`src/pkg/pfs_pkg.sv`:
```
// Constants for the status and telemetry register bank.
// Assumes a command decoder outside presents read and write strobes.
package pfs_pkg;

  localparam logic [7:0] CMD_TEMP_STATUS = 8'h7D;
  localparam logic [7:0] CMD_COMM_STATUS = 8'h7E;
  localparam logic [7:0] CMD_VEND_STATUS = 8'h80;
  localparam logic [7:0] CMD_VOUT_READ   = 8'h8B;

  localparam int TEMP_FAULT_BIT = 7;
  localparam int TEMP_WARN_BIT  = 6;
  localparam logic [7:0] TEMP_WMASK = 8'hC0;

  localparam int COMM_BADCMD_BIT  = 7;
  localparam int COMM_BADDATA_BIT = 6;
  localparam int COMM_PEC_BIT     = 5;
  localparam int COMM_MEM_BIT     = 4;
  localparam int COMM_OTHER_BIT   = 1;
  localparam logic [7:0] COMM_WMASK = 8'hF2;

  localparam int VEND_DIE_HOT_BIT   = 7;
  localparam int VEND_FSM_ZERO_BIT  = 6;
  localparam int VEND_FSM_MULTI_BIT = 5;
  localparam int VEND_BOOT_VOLTAGE_SELECT_PIN_BIT      = 4;
  localparam int VEND_SS_BIT        = 3;
  localparam int VEND_RESET_BIT     = 2;
  localparam int VEND_FOLLOWER_BIT  = 1;
  localparam int VEND_SYNC_BIT      = 0;
  localparam logic [7:0] VEND_WMASK   = 8'h98;
  localparam logic [7:0] VEND_LATCHED = 8'hF8;
  // Flags that never reach the alert line
  localparam logic [7:0] VEND_NO_ALERT = 8'h6F;

  localparam logic [7:0]  STATUS_RESET = 8'h00;
  localparam logic [15:0] VOUT_RESET   = 16'h0000;
  localparam logic [4:0]  VOUT_EXPONENT = 5'h17;
  localparam int          TEMP_WIDTH    = 11;
  localparam logic [10:0] TEMP_HYST     = 11'h014;
  localparam int          DETECT_TRIES  = 4;

endpackage : pfs_pkg

```
`src/pfs_status_bank.sv`:
```
// Status flags and output voltage readback for the power stage.
// Assumes a bus decoder on ref_clk gives command, strobes and data.
// Notes on behaviour
// RQ1 - Status reads return one byte, unused zero
// RQ2 - Temperature fault and warning at limits
// RQ3 - Cleared temperature flags re-set until cooled
// RQ4 - Host write clears latched flags
// RQ5 - Each writable flag has alert mask
// RQ6 - Bad command bit7, bad data bit6
// RQ7 - PEC failure bit5, memory fault bit4
// RQ8 - Other communication fault sets bit1
// RQ9 - Die overheat bit7, clearable and maskable
// RQ10 - FSM zero state sets bit6, no alert
// RQ11 - FSM multi hot sets bit5, no alert
// RQ12 - Voltage selection detect failure bit4, alerts
// RQ13 - Loop master off on bad selection
// RQ14 - Soft-start detect failure bit3, no alert
// RQ15 - Detect flags cleared only by host; the follower role also forces them to zero
// RQ16 - Loop follower holds detect flags zero
// RQ17 - Reset pin low reports, restores boot voltage
// RQ18 - Bit1 shows loop follower role
// RQ19 - Bit0 live sync fault, no alert
// RQ20 - Voltage word linear, exponent minus nine
// RQ21 - Voltage taken from remote sense amplifier
// RQ22 - Reserved bits read zero, ignore writes
// RQ23 - Write one clears, zero keeps
`timescale 1ns/100ps
`default_nettype none

module pfs_status_bank #(
  parameter int FSM_WIDTH = 8
) (
  input  wire logic                           ref_clk,
  input  wire logic                           rst,
  input  wire logic [7:0]                     cmd_code,
  input  wire logic                           rd_strobe,
  input  wire logic                           wr_strobe,
  input  wire logic [7:0]                     wr_data,
  input  wire logic                           clear_faults,
  input  wire logic [7:0]                     temp_mask_nv,
  input  wire logic [7:0]                     comm_mask_nv,
  input  wire logic [7:0]                     vend_mask_nv,
  input  wire logic [pfs_pkg::TEMP_WIDTH-1:0] ext_temp,
  input  wire logic [pfs_pkg::TEMP_WIDTH-1:0] temp_fault_threshold,
  input  wire logic [pfs_pkg::TEMP_WIDTH-1:0] temp_warn_threshold,
  input  wire logic                           bad_cmd_evt,
  input  wire logic                           bad_data_evt,
  input  wire logic                           pec_fail_evt,
  input  wire logic                           mem_fault_evt,
  input  wire logic                           other_comm_evt,
  input  wire logic                           die_overheat_evt,
  input  wire logic [FSM_WIDTH-1:0]           op_fsm_state,
  input  wire logic                           boot_voltage_select_pin_reading_valid,
  input  wire logic [1:0]                     boot_voltage_select_pin_reading,
  input  wire logic                           ss_reading_valid,
  input  wire logic [1:0]                     ss_reading,
  input  wire logic                           detect_done,
  input  wire logic                           drive_on_bad_selection_option,
  input  wire logic                           startup_req,
  input  wire logic                           reset_powergood_pin,
  input  wire logic                           loop_follower_strap,
  input  wire logic                           sync_fault_live,
  input  wire logic [10:0]                    sense_amp_code,
  output var  logic [15:0]                    rd_data,
  output var  logic                           alert_req,
  output var  logic                           loop_master_en,
  output var  logic                           vout_to_boot
);
  import pfs_pkg::*;

  typedef struct packed {
    logic [7:0]  comm;
    logic [7:0]  vend;
    logic [15:0] rd_data;
    logic        alert;
    logic        master_en;
    logic        to_boot;
    logic [2:0]  boot_voltage_select_pin_cnt;
    logic [1:0]  boot_voltage_select_pin_last;
    logic [2:0]  ss_cnt;
    logic [1:0]  ss_last;
    logic [1:0]  rst_pin_sync;
    logic [1:0]  sync_pin_sync;
    logic [1:0]  follow_sync;
    logic [15:0] vout;
  } pfs_sb_state_t;

  pfs_sb_state_t cur_ff;
  pfs_sb_state_t nxt_cur;

  logic       wr_temp;
  logic       wr_comm;
  logic       wr_vend;
  logic       otf_flag;
  logic       temp_warn_flag;
  logic [7:0] temp_byte;
  logic [7:0] comm_clr;
  logic [7:0] vend_clr;
  logic       fsm_zero;
  logic       fsm_multi;
  logic       loop_follower_flag;

  assign wr_temp = wr_strobe && (cmd_code == CMD_TEMP_STATUS);
  assign wr_comm = wr_strobe && (cmd_code == CMD_COMM_STATUS);
  assign wr_vend = wr_strobe && (cmd_code == CMD_VEND_STATUS);

  // RQ23 only ones clear, RQ22 masks reserved bits
  assign comm_clr = (wr_comm ? (wr_data & COMM_WMASK) : 8'h00)
                    | (clear_faults ? COMM_WMASK : 8'h00);
  assign vend_clr = (wr_vend ? (wr_data & VEND_WMASK) : 8'h00)
                    | (clear_faults ? VEND_LATCHED : 8'h00);

  assign fsm_zero  = op_fsm_state == '0;
  assign fsm_multi = (op_fsm_state & (op_fsm_state - 1'b1)) != '0;
  assign loop_follower_flag = cur_ff.follow_sync[1];

  ///////////////////////////////////////////////////////////////////////////

  pfs_thermal_flag u_fault (
    .ref_clk   (ref_clk),
    .rst       (rst),
    .temp      (ext_temp),
    .threshold (temp_fault_threshold),
    .clear     ((wr_temp && wr_data[TEMP_FAULT_BIT]) || clear_faults),
    .flag      (otf_flag)
  );

  pfs_thermal_flag u_warn (
    .ref_clk   (ref_clk),
    .rst       (rst),
    .temp      (ext_temp),
    .threshold (temp_warn_threshold),
    .clear     ((wr_temp && wr_data[TEMP_WARN_BIT]) || clear_faults),
    .flag      (temp_warn_flag)
  );

  // RQ22 reserved temperature bits zero
  assign temp_byte = {otf_flag, temp_warn_flag, 6'h00};

  ///////////////////////////////////////////////////////////////////////////

  always_comb begin
    nxt_cur = cur_ff;
    nxt_cur.rst_pin_sync  = {cur_ff.rst_pin_sync[0], reset_powergood_pin};
    nxt_cur.sync_pin_sync = {cur_ff.sync_pin_sync[0], sync_fault_live};
    nxt_cur.follow_sync   = {cur_ff.follow_sync[0], loop_follower_strap};

    // RQ4 clear first so a same-cycle event wins
    nxt_cur.comm = cur_ff.comm & ~comm_clr;
    // RQ6 command and data faults
    if (bad_cmd_evt) nxt_cur.comm[COMM_BADCMD_BIT] = 1'b1;
    if (bad_data_evt) nxt_cur.comm[COMM_BADDATA_BIT] = 1'b1;
    // RQ7 PEC and memory faults
    if (pec_fail_evt) nxt_cur.comm[COMM_PEC_BIT] = 1'b1;
    if (mem_fault_evt) nxt_cur.comm[COMM_MEM_BIT] = 1'b1;
    // RQ8 other communication fault
    if (other_comm_evt) nxt_cur.comm[COMM_OTHER_BIT] = 1'b1;

    // RQ15 detect flags drop only on write, clear-faults or follower role
    nxt_cur.vend = cur_ff.vend & ~vend_clr;
    // RQ9 die overheat
    if (die_overheat_evt) nxt_cur.vend[VEND_DIE_HOT_BIT] = 1'b1;
    // RQ10 zero state
    if (fsm_zero) nxt_cur.vend[VEND_FSM_ZERO_BIT] = 1'b1;
    // RQ11 multi-hot state
    if (fsm_multi) nxt_cur.vend[VEND_FSM_MULTI_BIT] = 1'b1;

    // RQ12 voltage selection needs four matching readings
    if (boot_voltage_select_pin_reading_valid) begin
      if (boot_voltage_select_pin_reading == cur_ff.boot_voltage_select_pin_last && cur_ff.boot_voltage_select_pin_cnt != 3'h0) begin
        if (cur_ff.boot_voltage_select_pin_cnt != 3'(DETECT_TRIES)) begin
          nxt_cur.boot_voltage_select_pin_cnt = cur_ff.boot_voltage_select_pin_cnt + 3'h1;
        end
      end else begin
        nxt_cur.boot_voltage_select_pin_cnt = 3'h1;
      end
      nxt_cur.boot_voltage_select_pin_last = boot_voltage_select_pin_reading;
    end
    // RQ14 soft-start needs four matching readings
    if (ss_reading_valid) begin
      if (ss_reading == cur_ff.ss_last && cur_ff.ss_cnt != 3'h0) begin
        if (cur_ff.ss_cnt != 3'(DETECT_TRIES)) begin
          nxt_cur.ss_cnt = cur_ff.ss_cnt + 3'h1;
        end
      end else begin
        nxt_cur.ss_cnt = 3'h1;
      end
      nxt_cur.ss_last = ss_reading;
    end
    if (detect_done && cur_ff.boot_voltage_select_pin_cnt != 3'(DETECT_TRIES)) begin
      nxt_cur.vend[VEND_BOOT_VOLTAGE_SELECT_PIN_BIT] = 1'b1;
    end
    if (detect_done && cur_ff.ss_cnt != 3'(DETECT_TRIES)) begin
      nxt_cur.vend[VEND_SS_BIT] = 1'b1;
    end
    // RQ16 follower forces detect flags low
    if (loop_follower_flag) begin
      nxt_cur.vend[VEND_BOOT_VOLTAGE_SELECT_PIN_BIT] = 1'b0;
      nxt_cur.vend[VEND_SS_BIT]   = 1'b0;
    end

    // RQ17 reset pin low, RQ18 role, RQ19 live sync
    nxt_cur.vend[VEND_RESET_BIT]    = ~cur_ff.rst_pin_sync[1];
    nxt_cur.vend[VEND_FOLLOWER_BIT] = loop_follower_flag;
    nxt_cur.vend[VEND_SYNC_BIT]     = cur_ff.sync_pin_sync[1];
    nxt_cur.to_boot                 = ~cur_ff.rst_pin_sync[1];

    // RQ13 master held off on failed selection
    nxt_cur.master_en = startup_req && !loop_follower_flag
      && (!cur_ff.vend[VEND_BOOT_VOLTAGE_SELECT_PIN_BIT] || drive_on_bad_selection_option);

    // RQ20 RQ21 linear word from sense amplifier
    nxt_cur.vout = {VOUT_EXPONENT, sense_amp_code};

    // RQ5 masked alert, non-alerting bits excluded
    nxt_cur.alert = |(temp_byte & TEMP_WMASK & ~temp_mask_nv)
      || |(cur_ff.comm & ~comm_mask_nv)
      || |(cur_ff.vend & ~VEND_NO_ALERT & ~vend_mask_nv);

    // RQ1 status byte reads, upper byte zero, voltage read full word
    unique case (cmd_code)
      CMD_TEMP_STATUS: nxt_cur.rd_data = {8'h00, temp_byte};
      CMD_COMM_STATUS: nxt_cur.rd_data = {8'h00, cur_ff.comm};
      CMD_VEND_STATUS: nxt_cur.rd_data = {8'h00, cur_ff.vend};
      CMD_VOUT_READ:   nxt_cur.rd_data = cur_ff.vout;
      default:         nxt_cur.rd_data = 16'h0000;
    endcase
    if (!rd_strobe) nxt_cur.rd_data = cur_ff.rd_data;
  end

  always_ff @(posedge ref_clk) begin
    if (rst) begin
      cur_ff <= '{comm: STATUS_RESET, vend: STATUS_RESET,
                  rd_data: 16'h0000, vout: VOUT_RESET,
                  rst_pin_sync: 2'h3, default: '0};
    end else begin
      cur_ff <= nxt_cur;
    end
  end

  assign rd_data        = cur_ff.rd_data;
  assign alert_req      = cur_ff.alert;
  assign loop_master_en = cur_ff.master_en;
  assign vout_to_boot   = cur_ff.to_boot;

  ///////////////////////////////////////////////////////////////////////////

  a_badcmd_sets: assert property ( // RQ6
    @(posedge ref_clk) disable iff (rst)
    bad_cmd_evt |=> cur_ff.comm[COMM_BADCMD_BIT])
    else $error("bad command flag missed");
  a_baddata_sets: assert property ( // RQ6
    @(posedge ref_clk) disable iff (rst)
    bad_data_evt |=> cur_ff.comm[COMM_BADDATA_BIT])
    else $error("bad data flag missed");
  a_pec_sets: assert property ( // RQ7
    @(posedge ref_clk) disable iff (rst)
    pec_fail_evt |=> cur_ff.comm[COMM_PEC_BIT])
    else $error("pec flag missed");
  a_mem_sets: assert property ( // RQ7
    @(posedge ref_clk) disable iff (rst)
    mem_fault_evt |=> cur_ff.comm[COMM_MEM_BIT])
    else $error("memory fault flag missed");
  a_other_sets: assert property ( // RQ8
    @(posedge ref_clk) disable iff (rst)
    other_comm_evt |=> cur_ff.comm[COMM_OTHER_BIT])
    else $error("other fault flag missed");
  a_die_sets: assert property ( // RQ9
    @(posedge ref_clk) disable iff (rst)
    die_overheat_evt |=> cur_ff.vend[VEND_DIE_HOT_BIT])
    else $error("die overheat flag missed");
  a_zero_state: assert property ( // RQ10
    @(posedge ref_clk) disable iff (rst)
    fsm_zero |=> cur_ff.vend[VEND_FSM_ZERO_BIT])
    else $error("zero state flag missed");
  a_multi_state: assert property ( // RQ11
    @(posedge ref_clk) disable iff (rst)
    fsm_multi |=> cur_ff.vend[VEND_FSM_MULTI_BIT])
    else $error("multi state flag missed");
  a_follower_zero: assert property ( // RQ16
    @(posedge ref_clk) disable iff (rst)
    loop_follower_flag
    |=> !cur_ff.vend[VEND_BOOT_VOLTAGE_SELECT_PIN_BIT] && !cur_ff.vend[VEND_SS_BIT])
    else $error("detect flag set on follower");
  a_role_bit: assert property ( // RQ18
    @(posedge ref_clk) disable iff (rst)
    loop_follower_flag |=> cur_ff.vend[VEND_FOLLOWER_BIT])
    else $error("follower role bit missed");
  a_master_held: assert property ( // RQ13
    @(posedge ref_clk) disable iff (rst)
    cur_ff.vend[VEND_BOOT_VOLTAGE_SELECT_PIN_BIT] && !drive_on_bad_selection_option
    |=> !loop_master_en)
    else $error("master enabled after bad selection");
  a_reserved_zero: assert property ( // RQ22
    @(posedge ref_clk) disable iff (rst)
    $rose(rd_strobe) && cmd_code == CMD_COMM_STATUS
    |=> rd_data[15:8] == 8'h00 && rd_data[3:2] == 2'h0
        && !rd_data[0])
    else $error("reserved bits read nonzero");
  a_vout_exp: assert property ( // RQ20
    @(posedge ref_clk) disable iff (rst)
    rd_strobe && cmd_code == CMD_VOUT_READ
    |=> rd_data[15:11] == VOUT_EXPONENT)
    else $error("voltage exponent wrong");
  a_keep_zero: assert property ( // RQ23
    @(posedge ref_clk) disable iff (rst)
    cur_ff.comm[COMM_MEM_BIT] && wr_comm && !wr_data[COMM_MEM_BIT]
    && !clear_faults |=> cur_ff.comm[COMM_MEM_BIT])
    else $error("zero write cleared flag");

endmodule : pfs_status_bank

`default_nettype wire

```
`src/pfs_thermal_flag.sv`:
```
// One latched temperature flag with re-set hysteresis.
// Assumes temperature and threshold on the same clock, in degrees.
`timescale 1ns/100ps
`default_nettype none

module pfs_thermal_flag (
  input  wire logic                           ref_clk,
  input  wire logic                           rst,
  input  wire logic [pfs_pkg::TEMP_WIDTH-1:0] temp,
  input  wire logic [pfs_pkg::TEMP_WIDTH-1:0] threshold,
  input  wire logic                           clear,
  output var  logic                           flag
);
  import pfs_pkg::*;

  typedef struct packed {
    logic flag;
    logic armed;
  } pfs_tf_state_t;

  pfs_tf_state_t cur_ff;
  pfs_tf_state_t nxt_cur;
  logic          at_limit;
  logic          cooled;

  assign at_limit = temp >= threshold;
  assign cooled   = ({1'b0, temp} + {1'b0, TEMP_HYST}) <= {1'b0, threshold};

  always_comb begin
    nxt_cur = cur_ff;
    // RQ3 re-set until cooled
    if (cooled) begin
      nxt_cur.armed = 1'b0;
    end else if (cur_ff.flag) begin
      nxt_cur.armed = 1'b1;
    end
    // RQ4 write-one clear
    if (clear) begin
      nxt_cur.flag = 1'b0;
    end
    // RQ2 set at or above limit, set wins
    if (at_limit || (cur_ff.armed && !cooled && !clear)) begin
      nxt_cur.flag = 1'b1;
    end
  end

  always_ff @(posedge ref_clk) begin
    if (rst) begin
      cur_ff <= '0;
    end else begin
      cur_ff <= nxt_cur;
    end
  end

  assign flag = cur_ff.flag;

  a_limit_sets: assert property ( // RQ2
    @(posedge ref_clk) disable iff (rst)
    at_limit |=> flag)
    else $error("flag not set at limit");

endmodule : pfs_thermal_flag

`default_nettype wire

```
`config.mk`:
```
export PLATFORM = sky130hd
export DESIGN_NAME = pfs_status_bank
export DESIGN_NICKNAME = d
export VERILOG_FILES = /design/src/pkg/pfs_pkg.sv /design/src/pfs_status_bank.sv /design/src/pfs_thermal_flag.sv
export SDC_FILE = /design/constraint.sdc
export NUM_CORES = 1
export LEC_CHECK = 0
export ABC_CLOCK_PERIOD_IN_PS = 2500
export BUFFER_PORTS_ARGS = -buffer_cell sky130_fd_sc_hd__clkbuf_2
export CORE_ASPECT_RATIO = 0.5
export CORE_MARGIN = 4
export CORE_UTILIZATION = 40
export CTS_BUF_LIST = sky130_fd_sc_hd__clkbuf_4 sky130_fd_sc_hd__clkbuf_8
export DETAILED_ROUTE_END_ITERATION = 16
export PLACE_DENSITY_LB_ADDON = 0.25
export SYNTH_ARGS = -nofsm -noshare
export SYNTH_HDL_FRONTEND = slang
export SYNTH_HIERARCHICAL = 1
export SYNTH_SLANG_ARGS = --single-unit
export TNS_END_PERCENT = 1
```
`constraint.sdc`:
```
create_clock -name ref_clk -period 2.5 [get_ports ref_clk]
set_input_delay 0.25 -clock ref_clk [delete_from_list [all_inputs] [get_ports ref_clk]]
set_output_delay 0.25 -clock ref_clk [all_outputs]
set_load 0.05 [all_outputs]
```
==> run metrics, run 1 <==
outcome=finished, final reports clean; final net count=707; Reg power frac=0.411; metal1 wirelength=approximately 4.4 mm; top-area cell type share of the netlist area=0.302; cell with the most instances after synthesis=dfxtp_1; router iterations before antenna repair=4; clk root buf=clkbuf_8; via count=~3400; # rows=25; period utilization=0.775; syn_nets=between 600 and 700; residual DRC count=0; post-route ant nets=0; register area share after synthesis=0.302; Post-CTS Resized=0; Vias per Instance=slightly below 5; Mean Syn Cell Area=around 8.7 um^2; Die W=between 100 and 150 um; pin count of the biggest net entering global routing=26; crit path DAT=around 2100 ps; Async S/R FF share, synth=0; antenna violations before repair=0; Reg clk slew, reported paths=60 ps; CTS Sinks=roughly 60; worst-skew pair later-pin latency=between 300 and 400 ps; CP max FO=12; post-synth cell types=55; worst path cell trace=clkbuf_2 -> nand2_1 -> nor2_4 -> nand3_1 -> xnor2_1 -> ha_1 -> a21o_1 -> a21oi_2 -> nand2b_1 -> o31ai_2 -> a211oi_1; fin cells=686; Logic pwr share=0.205; initial core utilization=0.413; max-slew violations=0; Post-synth EDFFs=0; final hold violations=0; IO Count=approximately 130; r2r setup slk=910 ps; slowest stage delay, CP=320 ps; max-cap viol count=0; Tmin final=~1900 ps; Area Overhead vs Synth=20.3%; Mapped Cells=about 450; Worst Setup SP=ext_temp[5]; top routing layer in use=met4; Final HPWL DP=7.31 mm; Lkg Pwr=2.20 nW; H-Tree Level Count=3; vias in the first global route=3234; Die Y=a little under 80 um; Max Clk Rate=approximately 0.52 GHz; peak supply drop=between 0.0002 and 0.00025 V; Setup Crit Path Kind=in2reg; NetSw=0.000664 W; Critical path destination=u_warn/cur_ff[0]; dpl cells=670; Pint=~0.0018 W; worst min-delay path class=in2reg; netlist area before placement=approximately 3900 um^2; fin util=0.497; r2r endpoint=cur_ff[30]; met3 wire length=between 400 and 500 um; PwrDens=approximately 520 nW/um^2; predominant post-synthesis flop cell=dfxtp_1; RSZ-0062 raised after global routing=no; GRT Total Usage=0.154; worst clock skew=7.03 ps; grt ovf=0; crit path launch type=input port; layout cells sized above 1=0.276; length in cells of the worst reg-to-reg path=6; sw frac=0.271; routability cong.=about 0.9; first-pass GRT wire length=between 10 and 15 mm; Tot Pwr=approximately 0.0025 W; Data required, critical path=2690 ps; metal2 WL=a little over 4 mm; Slew @ Worst Pin=687 ps; Post-CTS Setup Bufs=0; Levels on crit path=11; family with the most delay on the worst path=compound AO/OA/AOI/OAI gates; clk buf depth=2; register bit total from synthesis=just under 60; Buf/Inv on CP=1; yosys warns=6; Crit. End Element=register; core area=~9500 um^2; largest area contributor in the netlist=dfxtp_1; Detailed Route WL=between 9 and 10 mm; Worst slew margin=0.539; setup ws final=around 560 ps; Setup TNS=0 ps; Inserted Clock Buffers=9; clock group share of total power=0.385; antenna cells=0; synth top area cells=dfxtp_1, ha_1, inv_1, nor2b_1, a21oi_1; # hold bufs at CTS=0; Final Setup Violations=0; Initial DRC Count=around 130; CTS tree=yes; Post-synth top cells=dfxtp_1, ha_1, inv_1; pre-CTS setup slack=188 ps; worst r2r src=cur_ff[29]; Critical-path top delay cell=o31ai_2; die footprint=around 12000 um^2; IO Port Bufs=between 100 and 150; DR WL/cell=13.3 um
## metrics by stage
| step | hold WS [ps] | area (um^2) |
|---|---|---|
| after floorplan | 323 | 3910 |
| after global placement | 374 | 4490 |
| after detailed placement | 371 | 4490 |
| after CTS | 83.4 | 4710 |
| after global routing | 97.9 | 4710 |
| final | 104 | 4710 |
## cell type report
class                           count  area [um^2]
Clock inverter                      5         77.6
Timing Repair Buffer              118          598
Sequential cell                    59         1180
Clock buffer                       11          139
Inverter                           45          169
Multi-Input combinational cell    313         2370
Tap cell                          135          169
Fill cell                         951         4770
## power groups by stage
stage          sequential [W]  clock, W  combinational (W)
4_1_cts               0.00101  0.000966           0.000507
3_3_place_gp          0.00103         0           0.000495
5_1_grt               0.00101   0.00102           0.000570
2_1_floorplan         0.00103         0           0.000324
6_report              0.00101  0.000944           0.000502
3_5_place_dp          0.00103         0           0.000503
## metal layers
| layer | vias up | global-route usage |
|---|---|---|
| li1 | 1788 | - |
| met4 | 0 | 0.0369 |
| met3 | 8 | 0.0379 |
| met5 | - | 0 |
| met2 | 71 | 0.261 |
| met1 | 1502 | 0.200 |
## sequential cells by signal, summed over array words and instances, names as in the netlist
signal,count
u_warn/flag,1
rd_data,12
u_fault/cur_ff,1
cur_ff,41
alert_req,1
u_warn/cur_ff,1
u_fault/flag,1
loop_master_en,1
## how the worst min path moves through the flow
stage                   startpoint                end  slack (ps)  cells past startpoint
2_1_floorplan                  rst  u_fault/cur_ff[0]         320                      1
3_3_place_gp            cur_ff[21]         cur_ff[53]         370                      1
3_5_place_dp            cur_ff[21]         cur_ff[53]         370                      1
4_1_cts        reset_powergood_pin         cur_ff[20]          80                      2
5_1_grt        reset_powergood_pin         cur_ff[20]         100                      2
6_report       reset_powergood_pin         cur_ff[20]         100                      2
## placed cells by master, fill, tap and decap left out, drive strengths merged, types with 3 or more instances in the layout
| cell | instances |
|---|---|
| inv | 45 |
| nor2b | 24 |
| mux2i | 4 |
| ha | 46 |
| a311o | 5 |
| buf | 3 |
| a21oi | 34 |
| o211ai | 4 |
| a22o | 10 |
| and3 | 4 |
| xnor2 | 12 |
| nand2b | 14 |
| nor3 | 10 |
| o21ai | 14 |
| xor2 | 6 |
| o22ai | 4 |
| nand2 | 15 |
| o21a | 6 |
| nand3 | 11 |
| a22oi | 7 |
| dfxtp | 59 |
| nor2 | 19 |
| a21o | 6 |
| a211oi | 13 |
| clkbuf | 126 |
| nand4 | 9 |
| o2111ai | 4 |
## kinds of logic (layout without fill, tap and decap cells)
family                   after synthesis  in the layout  synth area share
flip-flops                            59             59             0.302
adder cells (fa/ha/maj)               47             47             0.150
multiplexers                           4              4            0.0102
other                                  1              1          0.000959
XOR/XNOR                              18             18            0.0403
AO/OA/AOI/OAI                        125            125             0.236
buffers and inverters                 76            179            0.0915
AND/OR/NAND/NOR                      118            118             0.169
Note: power is estimated with default switching activity, not from simulation.
==> run 2, diff against run 1 <==
--- a/config.mk
+++ b/config.mk
@@ -5,7 +5,8 @@
 export SDC_FILE = /design/constraint.sdc
 export NUM_CORES = 1
 export LEC_CHECK = 0
-export ABC_CLOCK_PERIOD_IN_PS = 2500
+export ABC_AREA = 1
+export ABC_CLOCK_PERIOD_IN_PS = 1800
 export BUFFER_PORTS_ARGS = -buffer_cell sky130_fd_sc_hd__clkbuf_2
 export CORE_ASPECT_RATIO = 0.5
 export CORE_MARGIN = 4
==> constraint.sdc (replaced) <==
create_clock -name ref_clk -period 1.8 [get_ports ref_clk]
set_input_delay 0.18 -clock ref_clk [delete_from_list [all_inputs] [get_ports ref_clk]]
set_output_delay 0.18 -clock ref_clk [all_outputs]
set_load 0.05 [all_outputs]
==> run metrics, run 2 <==
Area Overhead vs Synth=22.8%; min-delay src=sense_amp_code[7]; register bit total from synthesis=just under 60; # rows=25; Max Clk Rate=roughly 0.59 GHz; max-cap viol count=0; RSZ-0062 raised after global routing=yes; Largest Register=cur_ff; Vias per Instance=4.65; IO Count=134; Mapped Cells=600; H-Tree Level Count=3; post-synthesis compound-gate area fraction=0.115; endpoint of the worst hold path=cur_ff[7]; fin util=0.522; multiplexer area fraction after synthesis=0; r2r setup slk=roughly 350 ps; Worst Setup SP=ext_temp[2]; cell with the most instances after synthesis=nand2_1; Die W=between 150 and 200 um; Mean Syn Cell Area=6.94 um^2; top-area cell type share of the netlist area=0.284; IO Port Bufs=between 100 and 150; first-pass GRT wire length=approximately 17 mm; most frequent cells in the layout=clkbuf_2, nand2_1, inv_1, dfxtp_1, nor2_1; initial core utilization=0.425; yosys warns=6; length in cells of the worst reg-to-reg path=9; crit path DAT=1900 ps; antenna violations before repair=0; Tmin final=1690 ps; register area share after synthesis=0.284; netlist area before placement=4160 um^2; largest area contributor in the netlist=dfxtp_1; xor/xnor share of the synthesized area=0.0379; outcome=finished, final reports clean; core area=around 10000 um^2; syn_nets=~760; CP max FO=4; residual DRC count=0; worst min-delay path class=in2reg; number of flip-flops in the largest register=41; fin cells=858; Post-synth top cells=nand2_1, inv_1, dfxtp_1; vias in the first global route=~3900; Final HPWL DP=8.31 mm; Post-synth EDFFs=0; CTS Sinks=between 50 and 60; router iterations before antenna repair=4; peak supply drop=approximately 0.00035 V; Async S/R FF share, synth=0; period utilization=0.937; Crit. End Element=register; Tot Pwr=around 0.0034 W; clk buf depth=2; most common cell after layout, fill and taps aside=clkbuf_2; grt ovf=0; DR WL/cell=11.8 um; Fill cells=roughly 990; final hold violations=0; Initial DRC Count=96; Multi-input gate area=roughly 2400 um^2; post-synthesis simple-gate area fraction=0.287; Setup Crit Path Kind=in2reg; die footprint=12200 um^2; max-slew violations=0; worst-skew pair later-pin latency=roughly 330 ps; pre-CTS setup slack=-470 ps; setup ws final=113 ps; crit path launch type=input port; post-route ant nets=0; antenna cells=0; Inserted Clock Buffers=9; post-synth cell types=38; main combinational cell family by area after synthesis=simple AND/OR/NAND/NOR gates; r2r endpoint=cur_ff[25]; Hold Crit Depth=3; layout cells sized above 1=0.267; register area=around 1200 um^2; Synth Area in Adders=0.138; Data required, critical path=2020 ps; synth top area cells=dfxtp_1, ha_1, nand2_1, inv_1, a21oi_1; via count=roughly 4000; Reg clk slew, reported paths=70 ps; final net count=879; pin count of the biggest net entering global routing=29; worst clock skew=~6.5 ps; dpl cells=between 800 and 900; GRT Total Usage=0.165; PwrDens=~670 nW/um^2; worst r2r src=cur_ff[24]; CTS tree=yes; clk root buf=clkbuf_8; routability cong.=between 0.8 and 0.9; Die Y=80.1 um; Lkg Pwr=2.69 nW; Final Setup Violations=0; Detailed Route WL=approximately 10 mm; predominant post-synthesis flop cell=dfxtp_1
-- run 2: cell count changes in the layout (fill, tap and decap cells not counted), moves of 8 or more --
cell      change
nand2_1      +99
nand2b_1     -14
a22o_1       -10
nand3_1      +37
inv_1        +53
a21oi_1      +20
nand4_1       -8
a211oi_1      -9
buf_4        +16
nor2_1       +39
nor2b_1      -24
-- run 2: repair_timing --
action / 4_1_cts / 5_1_grt
pin swaps: 0 / 3
cloned: 0 / 0
setup endpoints to repair: 1 / 3
resized for setup: 2 / 7
buffers inserted: 0 / 0
hold buffers: 0 / 0
-- run 2: cells by family after synthesis --
kind of cell / Yosys count
AOI/OAI and AO/OA: 87
DFF: 59
adders and majority gates: 46
buffers and inverters: 132
and+or+nand+nor: 257
xor gates and xnor gates: 18
other: 1
-- run 2: per-layer routing --
| layer | GRT usage | vias up | part of all wire |
|---|---|---|---|
| met5 | 0 | - | 0 |
| met4 | 0.0466 | 0 | 0.013 |
| met3 | 0.0355 | 14 | 0.046 |
| met2 | 0.301 | 93 | 0.48 |
| met1 | 0.197 | 1756 | 0.46 |
| li1 | - | 2126 | - |
-- run 2: power breakdown --
group	switching [W]	internal, W
Clock	0.000533	0.000676
Sequential	0.0000385	0.00137
Combinational	0.000479	0.000336
-- run 2: critical path, cell delays in order --
cell      delay, ps
clkbuf_2        110
ha_1            230
o21ai_2         160
xor2_1          150
inv_1            50
ha_1            260
nand2_1          60
nor2_1          130
nor3b_2         210
nand3b_1        110
nand2_1          90
nand2_1          50
nand2_1          60
a21oi_2          40
-- run 2: area by class of cell --
cell class,instances,area share
Multi-Input combinational cell,409,0.479
Sequential cell,59,0.231
Timing Repair Buffer,134,0.140
Inverter,105,0.0771
Tap cell,135,0.0330
Clock buffer,10,0.0269
Clock inverter,6,0.0125
-- run 2: worst max-delay path by stage --
stage               slack (ps)           end
floorplan                  -40   u_warn/flag
global placement          -330   u_warn/flag
detailed placement        -470   u_warn/flag
CTS                         40  u_fault/flag
global route               -50  u_fault/flag
finish                     110   u_warn/flag
-- run 2: through the flow --
| stage | hold WS (ps) | area, um^2 | TNS (ps) |
|---|---|---|---|
| after floorplan | 242 | 4160 | -38.3 |
| after global placement | 373 | 4870 | -980 |
| after detailed placement | 372 | 4870 | -1350 |
| after CTS | 11.8 | 5080 | 0 |
| after global routing | 6.77 | 5110 | -45.6 |
| final | 30.5 | 5110 | 0 |
